==> config.mk <==
export PLATFORM = sky130hd
export DESIGN_NAME = mem_data_port
export DESIGN_NICKNAME = d
export VERILOG_FILES = /design/src/common/mem_port_pkg.sv /design/src/rtl/burst_addr_gen.sv /design/src/rtl/mem_data_port.sv
export SDC_FILE = /design/constraint.sdc
export NUM_CORES = 1
export LEC_CHECK = 0
export ABC_AREA = 1
export BUFFER_PORTS_ARGS = -buffer_cell sky130_fd_sc_hd__buf_2
export CAP_MARGIN = 30
export CORE_UTILIZATION = 52
export DETAILED_ROUTE_END_ITERATION = 6
export PLACE_DENSITY = 0.81
export SKIP_CTS_REPAIR_TIMING = 1
export SYNTH_ARGS = -nofsm -noshare
export SYNTH_HDL_FRONTEND = slang
export SYNTH_HIERARCHICAL = 1
export SYNTH_SLANG_ARGS = --single-unit
==> constraint.sdc <==
create_clock -name clk -period 2.22 [get_ports clk]
set_input_delay 0.222 -clock clk [delete_from_list [all_inputs] [get_ports clk]]
set_output_delay 0.222 -clock clk [all_outputs]
set_load 0.01 [all_outputs]
==> src/common/mem_port_pkg.sv <==
// Shared constants, types and states of the memory data port
package mem_port_pkg;

	// ***************************************************************
	// Port geometry
	// ***************************************************************
	localparam int PORT_WIDTH_PARAM = 32;
	localparam int POINTER_WIDTH_PARAM = 32;
	localparam int LEN_WIDTH = 16;

	// Low address bits that carry no meaning for the configured width
	localparam int ALIGN_BITS = (PORT_WIDTH_PARAM == 32) ? 2 :
		(PORT_WIDTH_PARAM == 16) ? 1 : 0;

	// Address increment for one transferred word, in bytes
	localparam logic [POINTER_WIDTH_PARAM-1:0] POINTER_STEP =
		POINTER_WIDTH_PARAM'(PORT_WIDTH_PARAM / 8);

	// Mask of the address bits forced to zero by the alignment
	localparam logic [POINTER_WIDTH_PARAM-1:0] ALIGN_MASK =
		POINTER_WIDTH_PARAM'((1 << ALIGN_BITS) - 1);

	// ***************************************************************
	// Reset values
	// ***************************************************************
	localparam logic [POINTER_WIDTH_PARAM-1:0] POINTER_RESET = '0;
	localparam logic [PORT_WIDTH_PARAM-1:0] WORD_RESET = '0;
	localparam logic [LEN_WIDTH-1:0] LEN_RESET = '0;
	localparam logic [LEN_WIDTH-1:0] LEN_ONE = LEN_WIDTH'(1);
	localparam logic DIRECTION_RESET = 1'b1;

	// High selects a memory read, low a memory write
	localparam logic DIR_READ = 1'b1;
	localparam logic DIR_WRITE = 1'b0;

	// ***************************************************************
	// Types
	// ***************************************************************
	typedef struct packed
	{
		logic rd;
		logic [POINTER_WIDTH_PARAM-1:0] addr;
		logic [LEN_WIDTH-1:0] len;
	} burst_cmd_s;

	typedef enum logic [1:0] {idle, reading, writing} port_state_e;

endpackage

==> src/rtl/burst_addr_gen.sv <==
// Memory pointer generator: loads, aligns and advances per transfer
`timescale 1ns/10ps

module burst_addr_gen
(
	input wire logic clk,
	input wire logic rstn,
	input wire logic load,
	input wire logic [mem_port_pkg::POINTER_WIDTH_PARAM-1:0] start_addr,
	input wire logic advance,
	output logic [mem_port_pkg::POINTER_WIDTH_PARAM-1:0] pointer
);
	import mem_port_pkg::*;

	// ***************************************************************
	// Pointer register
	// ***************************************************************
	logic [POINTER_WIDTH_PARAM-1:0] pointer_q;

	// Meaningless low bits are cleared at load, so the step keeps them clear
	always_ff @(posedge clk)
	begin
		if (!rstn)
			pointer_q <= POINTER_RESET;
		else if (load)
			pointer_q <= start_addr & ~ALIGN_MASK;
		else if (advance)
			pointer_q <= pointer_q + POINTER_STEP;
	end

	assign pointer = pointer_q;

	// ***************************************************************
	// Checks
	// ***************************************************************
	a_pointer_aligned: assert property (@(posedge clk) disable iff (!rstn)
		(pointer_q & ALIGN_MASK) == '0)
		else $error("memory pointer not aligned to port width");

endmodule

==> src/rtl/mem_data_port.sv <==
// Master data port that moves DMA bursts to and from shared memory
//
// Function
// Request high whenever data must move.
// Direction constant while request is high.
// Direction high reads, low writes.
// Word moves when request and acknowledge high.
// Host acknowledges reads only with valid data.
// Host holds read data stable during acknowledge.
// Host acknowledge on write takes driven word.
// Acknowledge may stall anytime; no loss.
// End-of-burst output marks final burst word.
// Write word driven at port width.
// Memory pointer width is pointer width parameter.
// 32-bit width: pointer bits below 2 unused.
// 16-bit width: pointer bit 0 unused.
// 8-bit width: every pointer bit used.
// Pointer advances only after acknowledged transfers.
`timescale 1ns/10ps

module mem_data_port
(
	input wire logic clk,
	input wire logic rstn,
	input wire logic cmd_valid,
	output logic cmd_ready,
	input wire mem_port_pkg::burst_cmd_s cmd,
	input wire logic wr_valid,
	output logic wr_ready,
	input wire logic [mem_port_pkg::PORT_WIDTH_PARAM-1:0] wr_data,
	output logic rd_valid,
	output logic [mem_port_pkg::PORT_WIDTH_PARAM-1:0] rd_data,
	output logic burst_done,
	output logic xfer_request,
	output logic xfer_direction,
	output logic burst_last,
	output logic [mem_port_pkg::PORT_WIDTH_PARAM-1:0] wr_word_out,
	output logic [mem_port_pkg::POINTER_WIDTH_PARAM-1:0] mem_pointer,
	input wire logic host_xfer_ack,
	input wire logic [mem_port_pkg::PORT_WIDTH_PARAM-1:0] rd_word_in
);
	import mem_port_pkg::*;

	// ***************************************************************
	// Declarations
	// ***************************************************************
	port_state_e state_q;
	port_state_e state_d;
	logic dir_q;
	logic [LEN_WIDTH-1:0] left_q;
	logic [LEN_WIDTH-1:0] load_left_q;
	logic wr_full_q;
	logic [PORT_WIDTH_PARAM-1:0] wr_word_q;
	logic [PORT_WIDTH_PARAM-1:0] rd_data_q;
	logic rd_valid_q;
	logic done_q;
	logic cmd_take;
	logic wr_take;
	logic xfer;
	logic final_xfer;

	// ***************************************************************
	// Handshake terms
	// ***************************************************************
	assign cmd_ready = (state_q == idle);
	assign cmd_take = cmd_valid && cmd_ready;

	// A write only asks for the bus once a word sits in the output register,
	// so the host never samples stale data; reads ask for the whole burst
	always_comb
	begin
		case (state_q)
			reading: xfer_request = 1'b1;
			writing: xfer_request = wr_full_q;
			default: xfer_request = 1'b0;
		endcase
	end

	assign xfer = xfer_request && host_xfer_ack;
	assign final_xfer = xfer && (left_q == LEN_ONE);
	assign burst_last = xfer_request && (left_q == LEN_ONE);

	// Refill in the same cycle as a transfer keeps writes back to back
	assign wr_ready = (state_q == writing) && (load_left_q != LEN_RESET)
		&& (!wr_full_q || xfer);
	assign wr_take = wr_valid && wr_ready;

	// ***************************************************************
	// Burst sequencing
	// ***************************************************************
	always_comb
	begin
		state_d = state_q;
		case (state_q)
			idle:
			begin
				if (cmd_take && cmd.len != LEN_RESET)
					state_d = cmd.rd ? reading : writing;
			end
			reading, writing:
			begin
				if (final_xfer)
					state_d = idle;
			end
			default: state_d = idle;
		endcase
	end

	always_ff @(posedge clk)
	begin
		if (!rstn)
			state_q <= idle;
		else
			state_q <= state_d;
	end

	// Direction only changes while idle, so it stays put under a request
	always_ff @(posedge clk)
	begin
		if (!rstn)
			dir_q <= DIRECTION_RESET;
		else if (cmd_take)
			dir_q <= cmd.rd ? DIR_READ : DIR_WRITE;
	end

	assign xfer_direction = dir_q;

	// Words still to cross the port; a stall simply holds the count
	always_ff @(posedge clk)
	begin
		if (!rstn)
			left_q <= LEN_RESET;
		else if (cmd_take)
			left_q <= cmd.len;
		else if (xfer)
			left_q <= left_q - LEN_ONE;
	end

	// Zero-length commands finish at once with no bus activity
	always_ff @(posedge clk)
	begin
		if (!rstn)
			done_q <= 1'b0;
		else
			done_q <= final_xfer || (cmd_take && cmd.len == LEN_RESET);
	end

	assign burst_done = done_q;

	// ***************************************************************
	// Write data path
	// ***************************************************************
	always_ff @(posedge clk)
	begin
		if (!rstn)
			load_left_q <= LEN_RESET;
		else if (cmd_take && !cmd.rd)
			load_left_q <= cmd.len;
		else if (wr_take)
			load_left_q <= load_left_q - LEN_ONE;
	end

	always_ff @(posedge clk)
	begin
		if (!rstn)
			wr_full_q <= 1'b0;
		else if (wr_take)
			wr_full_q <= 1'b1;
		else if (xfer && dir_q == DIR_WRITE)
			wr_full_q <= 1'b0;
	end

	// The word stays on the port until the host takes it
	always_ff @(posedge clk)
	begin
		if (!rstn)
			wr_word_q <= WORD_RESET;
		else if (wr_take)
			wr_word_q <= wr_data;
	end

	assign wr_word_out = wr_word_q;

	// ***************************************************************
	// Read data path
	// ***************************************************************
	// No read buffering: the consumer must accept every rd_valid pulse
	always_ff @(posedge clk)
	begin
		if (!rstn)
			rd_data_q <= WORD_RESET;
		else if (xfer && dir_q == DIR_READ)
			rd_data_q <= rd_word_in;
	end

	always_ff @(posedge clk)
	begin
		if (!rstn)
			rd_valid_q <= 1'b0;
		else
			rd_valid_q <= xfer && (dir_q == DIR_READ);
	end

	assign rd_valid = rd_valid_q;
	assign rd_data = rd_data_q;

	// ***************************************************************
	// Memory pointer
	// ***************************************************************
	burst_addr_gen u_addr
	(
		.clk(clk),
		.rstn(rstn),
		.load(cmd_take),
		.start_addr(cmd.addr),
		.advance(xfer),
		.pointer(mem_pointer)
	);

	// ***************************************************************
	// Checks
	// ***************************************************************
	a_dir_stable: assert property (@(posedge clk) disable iff (!rstn)
		xfer_request && $past(xfer_request) |-> $stable(xfer_direction))
		else $error("direction changed under an active request");

	a_req_busy: assert property (@(posedge clk) disable iff (!rstn)
		(state_q == reading) |-> xfer_request)
		else $error("read burst pending without a request");

	a_dir_code: assert property (@(posedge clk) disable iff (!rstn)
		xfer_request |-> (xfer_direction == (state_q == reading)))
		else $error("direction level does not match transfer type");

	a_count_step: assert property (@(posedge clk) disable iff (!rstn)
		xfer && !final_xfer |=> left_q == $past(left_q) - LEN_ONE)
		else $error("word count not decremented on transfer");

	a_stall_hold: assert property (@(posedge clk) disable iff (!rstn)
		xfer_request && !host_xfer_ack |=>
		xfer_request && $stable(mem_pointer) && $stable(left_q)
		&& $stable(wr_word_out))
		else $error("port state moved during a stall");

	a_last_flag: assert property (@(posedge clk) disable iff (!rstn)
		burst_last && host_xfer_ack |=> !xfer_request && burst_done)
		else $error("request still high or no done after end of burst");

	a_rd_capture: assert property (@(posedge clk) disable iff (!rstn)
		xfer && xfer_direction |=> rd_valid && rd_data == $past(rd_word_in))
		else $error("read word not captured on transfer");

	a_wr_hold: assert property (@(posedge clk) disable iff (!rstn)
		xfer_request && !xfer_direction && !host_xfer_ack |=>
		wr_word_out == $past(wr_word_out))
		else $error("write word changed before acknowledge");

	a_addr_step: assert property (@(posedge clk) disable iff (!rstn)
		xfer && !final_xfer |=> mem_pointer == $past(mem_pointer) + POINTER_STEP)
		else $error("pointer did not advance by one word");

	a_addr_idle: assert property (@(posedge clk) disable iff (!rstn)
		!xfer && !cmd_take |=> $stable(mem_pointer))
		else $error("pointer moved without a transfer");

	// Idle must look quiet on the port, even with a stale count left behind
	a_req_idle: assert property (@(posedge clk) disable iff (!rstn)
		(state_q == idle) |-> !xfer_request && !burst_last)
		else $error("request raised while idle");

	a_write_dir: assert property (@(posedge clk) disable iff (!rstn)
		(state_q == writing) |-> !xfer_direction)
		else $error("write burst not flagged as write");

	a_dir_idle_hold: assert property (@(posedge clk) disable iff (!rstn)
		!cmd_take |=> $stable(xfer_direction))
		else $error("direction moved without a new command");

	a_wr_word_load: assert property (@(posedge clk) disable iff (!rstn)
		wr_take |=> xfer_request && !xfer_direction && wr_word_out == $past(wr_data))
		else $error("loaded write word not offered to the host");

	a_wr_ready_gate: assert property (@(posedge clk) disable iff (!rstn)
		wr_ready |-> (state_q == writing) && !xfer_direction)
		else $error("write word accepted outside a write burst");

	a_rd_none: assert property (@(posedge clk) disable iff (!rstn)
		!(xfer && xfer_direction) |=> !rd_valid)
		else $error("read word reported without a transfer");

	a_last_req: assert property (@(posedge clk) disable iff (!rstn)
		burst_last |-> xfer_request)
		else $error("end of burst flagged without a request");

	a_last_once: assert property (@(posedge clk) disable iff (!rstn)
		burst_last && host_xfer_ack |=> !burst_last)
		else $error("end of burst flagged twice");

	// A misaligned start is trimmed, never rejected
	a_ptr_load: assert property (@(posedge clk) disable iff (!rstn)
		cmd_take |=> mem_pointer == ($past(cmd.addr) & ~ALIGN_MASK))
		else $error("pointer not loaded from the aligned start");

endmodule

==> results, run 1 <==
- The number of search-and-repair iterations in the first detailed-routing pass is 5.
- Counting the fill cells in the layout gives about 1100.
- The site row count is roughly 40.
- The xor/xnor cell area share of the yosys netlist is 2.148%.
- The remaining antenna violation count is 0.
- For this run the aggregate overflow at the end of global routing stands at 0.
- The clock slew at the register clock pins of the worst setup and hold paths is about 0.06 ns.
- The area fraction in compound gates after synthesis is around 14%.
- After synthesis, the cell types taking the most area are dfxtp_1 38%, nand2_1 13%, nor2_1 10%, nand3_1 7.5%, a21oi_1 5.6%.
- The first routing iteration left 595 violations.
- The CTS tree is built.
- A synthesized cell averages between 6 and 7 µm².
- From bottom edge to top edge, the die measures 117.5 µm.
- The number of maximum-capacitance violations is 0.
- Synthesis instantiated 35 different standard cells from the library.
- The proportion of layout cells with a drive suffix above 1 is between 20 and 25%.
- The number of failing hold endpoints at the final stage is 0.
- The final number of setup-violating endpoints is 0.
- The worst hold path was traced through 3 stages.
- After routing the design area is 8875 µm².
- The share of synthesized cell area in full adder, half adder and majority cells is between 1 and 1.5%.
- The run finished with clean final reports.
- The tree built by TritonCTS fans out to approximately 130 sinks.
- For this run, the post-layout net count is 1389.
- The total length of routed wires is just under 20 mm.
- In this run the deepest clock path goes through 2 buffers.
- Clock tree synthesis selected as its root buffer the cell clkbuf_16.
- The total CTS buffers is 17.
- Entering global routing, the biggest net connects 43 pins.
- For this run, the slowest stage of the critical path takes ~0.37 ns.
- Along the worst path, the maximum fanout reaches 8.
- The max-slew violation count was 0.
- The number of antenna violations at the first check in global routing came to 0.
- The path class of the tightest hold or removal check is in2reg.
- The H-tree level count is 4.
- Across the routed clock network, the largest skew measured is between 0.01 and 0.015 ns.
- The x dimension of the die is around 120 µm.
- Synthesis inferred about 130 register bits.
- The maximum achievable frequency is just under 500 MHz.
- In the global route stage, overall resource usage came out at roughly 28%.
- The highest-delay cell along the critical path is dfxtp_1.
- The via count is ~7600.
- Data on the critical path is required at its endpoint by approximately 2.0 ns.
- The area share of the leading cell type in the synthesized netlist is about two fifths.
- Walking the worst path, the cells encountered are inv_1 > ha_1 > nand3_4 > nand2_1 > nand3_1 > inv_1 > buf_2.
- The main combinational cell family by area after synthesis is simple AND/OR/NAND/NOR gates.
- The relative area change from synthesis to final layout is 28.03%.
- The number of warnings reported in the yosys synthesis log is 6.
- After floorplanning, the core was sized to cover 12820 µm².
- The worst setup path is of the reg2out kind.
- The weighted congestion reported at the end of routability-driven placement is ~0.9.
- In the routed design, unresolved DRC markers number 0.
- The maximum resistive drop on vdd is about 0.56 mV.
- For the worst setup path, the data arrival time is 1.86 ns.
- Summing all placed instances gives a cell area of about 8200 µm².
- The prevailing post-synth register cell is dfxtp_1.
- Synthesis handed over a netlist of about 1100 instances.
- For this design the top-level I/O count stands at between 200 and 250.
- The worst reg-to-reg path cell count is 9.
- The nature of the critical path endpoint is a primary output.
- The synthesized design contains 0 enable-type register cells.
- The slack of the critical path is ~0.14 ns.
- By instance count, the cell type seen most on the critical path is inv_1.
- Buffers placed on the I/O ports in this run total roughly 220.
- The share of the clock period used by the worst path is between 90% and 100%.
- Counting flops with an async set or reset pin after synthesis yields a share of 0%.
- STA classifies the critical path startpoint as a register.
- The critical path depth in cells is 7.
- The leakage power total is about 4.2 nW.
- Using the TritonRoute via totals, the vias-per-cell ratio works out to 5.277.
- On the critical path the largest part of the delay comes from simple AND/OR/NAND/NOR gates.
- The basic-gate share of the synthesized area counting and, or, nand and nor cells is a little over a third.
- Clock latency on the worst-skew pair, taken at its later pin, is ~0.42 ns.
- For this design the ratio of total power to cell area is approximately 1100 nW/µm².
- Setup repair after global routing left no endpoint under its margin.
- In the final routed layout, each cell accounts on average for ~13 µm.
- The fraction of the yosys area taken by sequential cells is a little under two fifths.
- The final critical path time including I/O delays and setup is roughly 2.1 ns.
- 0 antenna diodes ended up in the layout.
- For the pin with the worst max-slew slack, the measured transition is around 0.83 ns.
- The floorplan step defined a die boundary enclosing about 14000 µm².
- The proportion of synthesized area in mux cells is 0%.
- Counting both buffers and inverters, the worst setup path holds a total of 3.
- The global-route wire length before repair is around 32 mm.
- The wire-length estimate of the detail-placed layout is around 14 mm.
- For the final routed database, the setup TNS stands at 0 ns.
- OpenSTA, run right after detailed placement, puts the worst setup slack at roughly 0.22 ns.
- The via count of the first global-routing pass is around 6800.
- The cell type with the largest total area after synthesis is dfxtp_1.
- The mapped netlist covers ~7000 µm².
- The worst pin sits at a relative slew slack of between 40 and 50%.
- The starting utilization of the core area is 54.05%.
==> Yosys cell counts, types with 4 or more instances <==
master	number
nor2_4	12
o21ai_0	61
a22oi_1	22
o22ai_1	4
a21oi_1	78
a31oi_1	10
buf_4	7
inv_1	82
clkbuf_1	21
nand3_1	104
nand2_1	240
ha_1	7
inv_2	5
nor2_1	193
dfxtp_1	132
xor2_1	16
buf_2	15
nand2_2	9
==> placed cells by master, fill, tap and decap left out, types with 4 or more instances in the layout <==
master | Yosys | layout
nand2_1 | 240 | 240
buf_2 | 15 | 216
nor2_1 | 193 | 193
dfxtp_1 | 132 | 132
nand3_1 | 104 | 104
inv_1 | 82 | 82
a21oi_1 | 78 | 78
o21ai_0 | 61 | 61
a22oi_1 | 22 | 22
buf_4 | 7 | 20
clkbuf_16 | 0 | 17
xor2_1 | 16 | 16
nor2_4 | 12 | 12
a31oi_1 | 10 | 10
nand2_2 | 9 | 9
ha_1 | 7 | 7
inv_2 | 5 | 5
o22ai_1 | 4 | 4
bufinv_16 | 0 | 4
buf_12 | 0 | 4
==> power by group <==
group	leakage (nW)	internal, mW	total (mW)	switching, mW
Combinational	2.79	1.31	3.44	2.13
Sequential	1.08	2.83	3.24	0.412
Clock	0.310	1.94	3.02	1.07
==> final cells by class <==
class | count | area (µm²) | share of cell area (%)
clock buffer | 20 | 456.7 | 5.146
clock inverter | 12 | 177.7 | 2.002
inverter | 88 | 330.3 | 3.722
multi-input combinational | 785 | 3741 | 42.15
sequential | 132 | 2643 | 29.78
tap | 172 | 215.2 | 2.425
timing repair buffer | 240 | 1311 | 14.78
==> worst paths after layout <==
path | startpoint | end | slack (ns)
min | wr_data[7] | wr_word_out[7] | 0.05
max | state_q[0] | wr_ready | 0.14
max reg2reg | state_q[0] | u_addr/pointer[23] | 0.19
min reg2reg | rd_data[7] | rd_data[7] | 0.46
==> flip-flops by register name, summed over array words and instances, names as in the netlist, 2 cells and up <==
register,cells
left_q,16
load_left_q,16
rd_data,32
state_q,2
u_addr/pointer,30
wr_word_out,32
==> layer usage <==
layer / track usage, % / up-vias / wire (µm)
met5: 0 / - / 0
met4: 10.50 / 0 / 414
met3: 6.541 / 36 / 1354
met2: 46.45 / 308 / 9093
met1: 35.27 / 3477 / 8399
li1: - / 3825 / -
==> kinds of logic (layout without fill, tap and decap cells) <==
kind of cell    Yosys count  in the layout
compound gates          182            182
xor+xnor                 17             17
fa+ha+maj                 7              7
buf+inv                 134            360
flops                   132            132
other cells               1              2
simple gates            577            577
==> worst reg2reg max path, stage by stage (launching register included) <==
cell and delay [ns]:
dfxtp_1 0.37, inv_1 0.08, ha_1 0.26, nand2_1 0.12, clkinv_1 0.17, buf_4 0.25
nor2_2 0.11, buf_4 0.29, a22oi_1 0.13, a21oi_1 0.17
==> metrics by stage <==
stage / hold slack (ns) / std cells / total power, mW / utilization (%)
finish: 0.05465 / 1449 / 9.694 / 69.20
detailed placement: 0.4495 / 1417 / 6.656 / 64.25
floorplan: 0.3196 / 1051 / 5.604 / -
CTS: 0.04501 / 1449 / 9.702 / 69.20
global route: 0.06406 / 1449 / 10.34 / 69.20
global placement: 0.4450 / 1417 / 6.573 / 64.25
Note: power is estimated with default switching activity, not from simulation.
==> run 2, diff against run 1 <==
--- a/config.mk
+++ b/config.mk
@@ -11,6 +11,7 @@
 export CORE_UTILIZATION = 52
 export DETAILED_ROUTE_END_ITERATION = 6
 export PLACE_DENSITY = 0.81
+export RECOVER_POWER = 100
 export SKIP_CTS_REPAIR_TIMING = 1
 export SYNTH_ARGS = -nofsm -noshare
 export SYNTH_HDL_FRONTEND = slang
==> results, run 2 (synthesis results as in run 1) <==
- The pin count of the biggest net entering global routing is 43.
- Timing would allow up to 492.1 MHz.
- Net switching is 37.65% of the power.
- The maximum resistive drop on vdd is 0.5505 mV.
- The library cell used most frequently in the layout, excluding fill and tap cells, is nand2_1.
- The worst path in the final design needs a cycle of between 2 and 2.5 ns, including I/O delays and setup.
- The initial utilization of the core area, before any placement, comes to 54.05%.
- The final layout contains routed wiring with a total length of around 19 mm.
- The number of sinks driven by the clock tree is around 130.
- The library cell used as clock root buffer is clkbuf_16.
- The core region is roughly 13000 µm².
- The worst setup path is captured at a primary output.
- In this run, the clock network consumes 31.4% of the power.
- After clock tree synthesis, the clock-pin slew on the worst setup and hold paths is roughly 0.060 ns.
- The post-layout instance count excluding filler cells is 1449.
- The top cell types in the final layout, fill and taps aside, are 240 x nand2_1, 194 x nor2_1, 132 x dfxtp_1, 116 x buf_2, 106 x clkbuf_1.
- The remaining design rule violation count is 0.
- The number of DRC markers after the initial detailed-route iteration is 688.
- The global-route wire length before repair is 31.84 mm.
- In the final timing run, aggregate negative setup slack is 0 ns.
- The signal on the critical path passes through inv_1 > ha_1 > nand3_4 > nand2_1 > nand3_1 > inv_1 > clkbuf_1.
- The relative area change from synthesis to final layout is 25.85%.
- The data required time at the worst endpoint is about 2.0 ns.
- The worst hold path begins at wr_data[7].
- Dividing the detail-routed wire length by the instance count gives between 10 and 15 µm.
- The via count of the first global-routing pass was 6842.
- The number of buffer cells added on primary ports is about 220.
- The site row count is between 40 and 50.
- Along the worst path, the maximum fanout reaches 8.
- The CTS tree is built.
- The top-level port count is around 220.
- The worst hold path class is in2reg.
- The post-place setup slack is around 0.22 ns.
- The cell internal power dissipation is 5.989 mW.
- The number of antenna violations at the first check in global routing was 0.
- The combinational fraction of design power is between 30% and 40%.
- Counting stages on the worst path, the most repeated cell is inv_1.
- The total CTS buffers is 17.
- Data arrives at the worst endpoint at between 1.5 and 2 ns.
- The leakage power total is ~3.7 nW.
- Measured against its own limit, the worst slew margin works out to 44.14%.
- The die is about 120 µm tall.
- At the end of routability-driven placement, the weighted congestion stood at roughly 0.9.
- The path with the worst hold slack has its endpoint at wr_word_out[7].
- For this block, the via count after detailed routing is around 7600.
- By startpoint and endpoint, the worst setup path is classified as reg2out.
- The max-slew violation count came to 0.
- Of the cells placed in the final design, the portion with a size suffix greater than 1 is 15.90%.
- The number of buffers between clock root and the deepest sink is 2.
- The slack of the critical path is around 0.19 ns.
- Hold is met by about 0.054 ns.
- Along the worst hold path, the cell count comes to 3.
- Among all stages on the critical path, the largest delay is contributed by dfxtp_1.
- The count of nets left with antenna violations once routing finished came out at 0.
- The worst register-to-register path begins at state_q[0].
- The share of total power in sequential cells is 33.8%.
- Setup repair after global routing left no endpoint under its margin.
- The flow ran to the end, and the final reports show no timing, DRC or antenna violations.
- For this run, the slowest stage of the critical path takes approximately 0.37 ns.
- For this design the total switching power over the nets is roughly 3.6 mW.
- The repair_antennas step left the layout with diodes totalling 0.
- The H-tree generated during clock tree synthesis spans 4 levels.
- The overall global routing resource usage is between 20% and 30%.
- The post-placement cell count is approximately 1400.
- Measured in cells, the most critical reg-to-reg path has a length of 9.
- For this run the aggregate overflow at the end of global routing stands at 0.
- The total die area is 13800 µm².
- After layout, the worst path uses 91.54% of the clock period.
- The number of nets at the end of the flow is about 1400.
- The half-perimeter wire length of the detailed placement result is approximately 14 mm.
- The worst register-to-register path ends at u_addr/pointer[23].
- Measured along the x axis, the die boundary spans roughly 120 µm.
- Power spread over the standard cell area amounts to around 1100 nW/µm².
- The worst register-to-register path has a setup slack of about 0.19 ns.
- The number of buffers and inverters on the critical path is 3.
- The number of maximum-capacitance violations is 0.
- The critical path's top delay family is flip-flops.
- The worst setup path is launched from a register.
- For this run, the detailed router's first-pass iteration total came to 6.
- Clock skew on the completed layout was measured at 0.009472 ns.
- The number of vias per cell after detailed routing is approximately 5.3.
- Setup violations remaining at the end of the flow were counted as 0.
- The number of failing hold endpoints at the final stage came to 0.
- The actual transition at the worst max-transition pin is around 0.84 ns.
- The clock latency on the worst-skew pair is between 0.4 and 0.5 ns.
==> run 2: how the worst max path moves through the flow <==
stage / start / to / slack [ns] / cells after the start
3_3_place_gp: state_q[0] / u_addr/pointer[21] / 0.30 / 9
6_report: state_q[0] / wr_ready / 0.19 / 7
5_1_grt: state_q[0] / u_addr/pointer[27] / 0.02 / 9
3_5_place_dp: state_q[0] / u_addr/pointer[25] / 0.22 / 9
2_1_floorplan: state_q[0] / u_addr/pointer[15] / 0.17 / 10
4_1_cts: state_q[0] / wr_ready / 0.13 / 7
==> run 2: power by group through the flow <==
stage                     clock, mW  sequential, mW  combinational (mW)
after CTS                      3.06            3.23                3.41
after global routing           3.16            3.32                3.78
after floorplan                   0            3.33                2.27
final                          3.02            3.25                3.34
after detailed placement          0            3.28                3.38
after global placement            0            3.26                3.31
==> run 2: per-layer routing <==
| layer | vias to the layer above | global-route usage (%) | routed length [µm] |
|---|---|---|---|
| met3 | 39 | 6.541 | 1357 |
| met5 | - | 0 | 0 |
| li1 | 3824 | - | - |
| met2 | 305 | 46.45 | 9043 |
| met4 | 0 | 10.50 | 436 |
| met1 | 3476 | 35.27 | 8525 |
==> run 2: final cells by class <==
| type | instances | area (µm²) |
|---|---|---|
| Clock inverter | 12 | 177.7 |
| Multi-Input combinational cell | 785 | 3734 |
| Sequential cell | 132 | 2643 |
| Fill cell | 1202 | 4101 |
| Timing Repair Buffer | 240 | 1167 |
| Inverter | 88 | 330.3 |
| Tap cell | 172 | 215.2 |
| Clock buffer | 20 | 456.7 |
==> run 2: worst min-delay path, delay by kind of cell <==
family | cells | cell delay, ns
buffers and inverters | 1 | 0.07
AOI/OAI and AO/OA | 1 | 0.07
and+or+nand+nor | 1 | 0.07
==> run 2: through the flow <==
step	utilization, %	cell area, µm²	total power [mW]
after floorplan	-	6935	5.604
after global placement	64.25	8240	6.573
after detailed placement	64.25	8240	6.656
after CTS	69.20	8875	9.702
after global routing	68.02	8723	10.25
final	68.02	8723	9.605
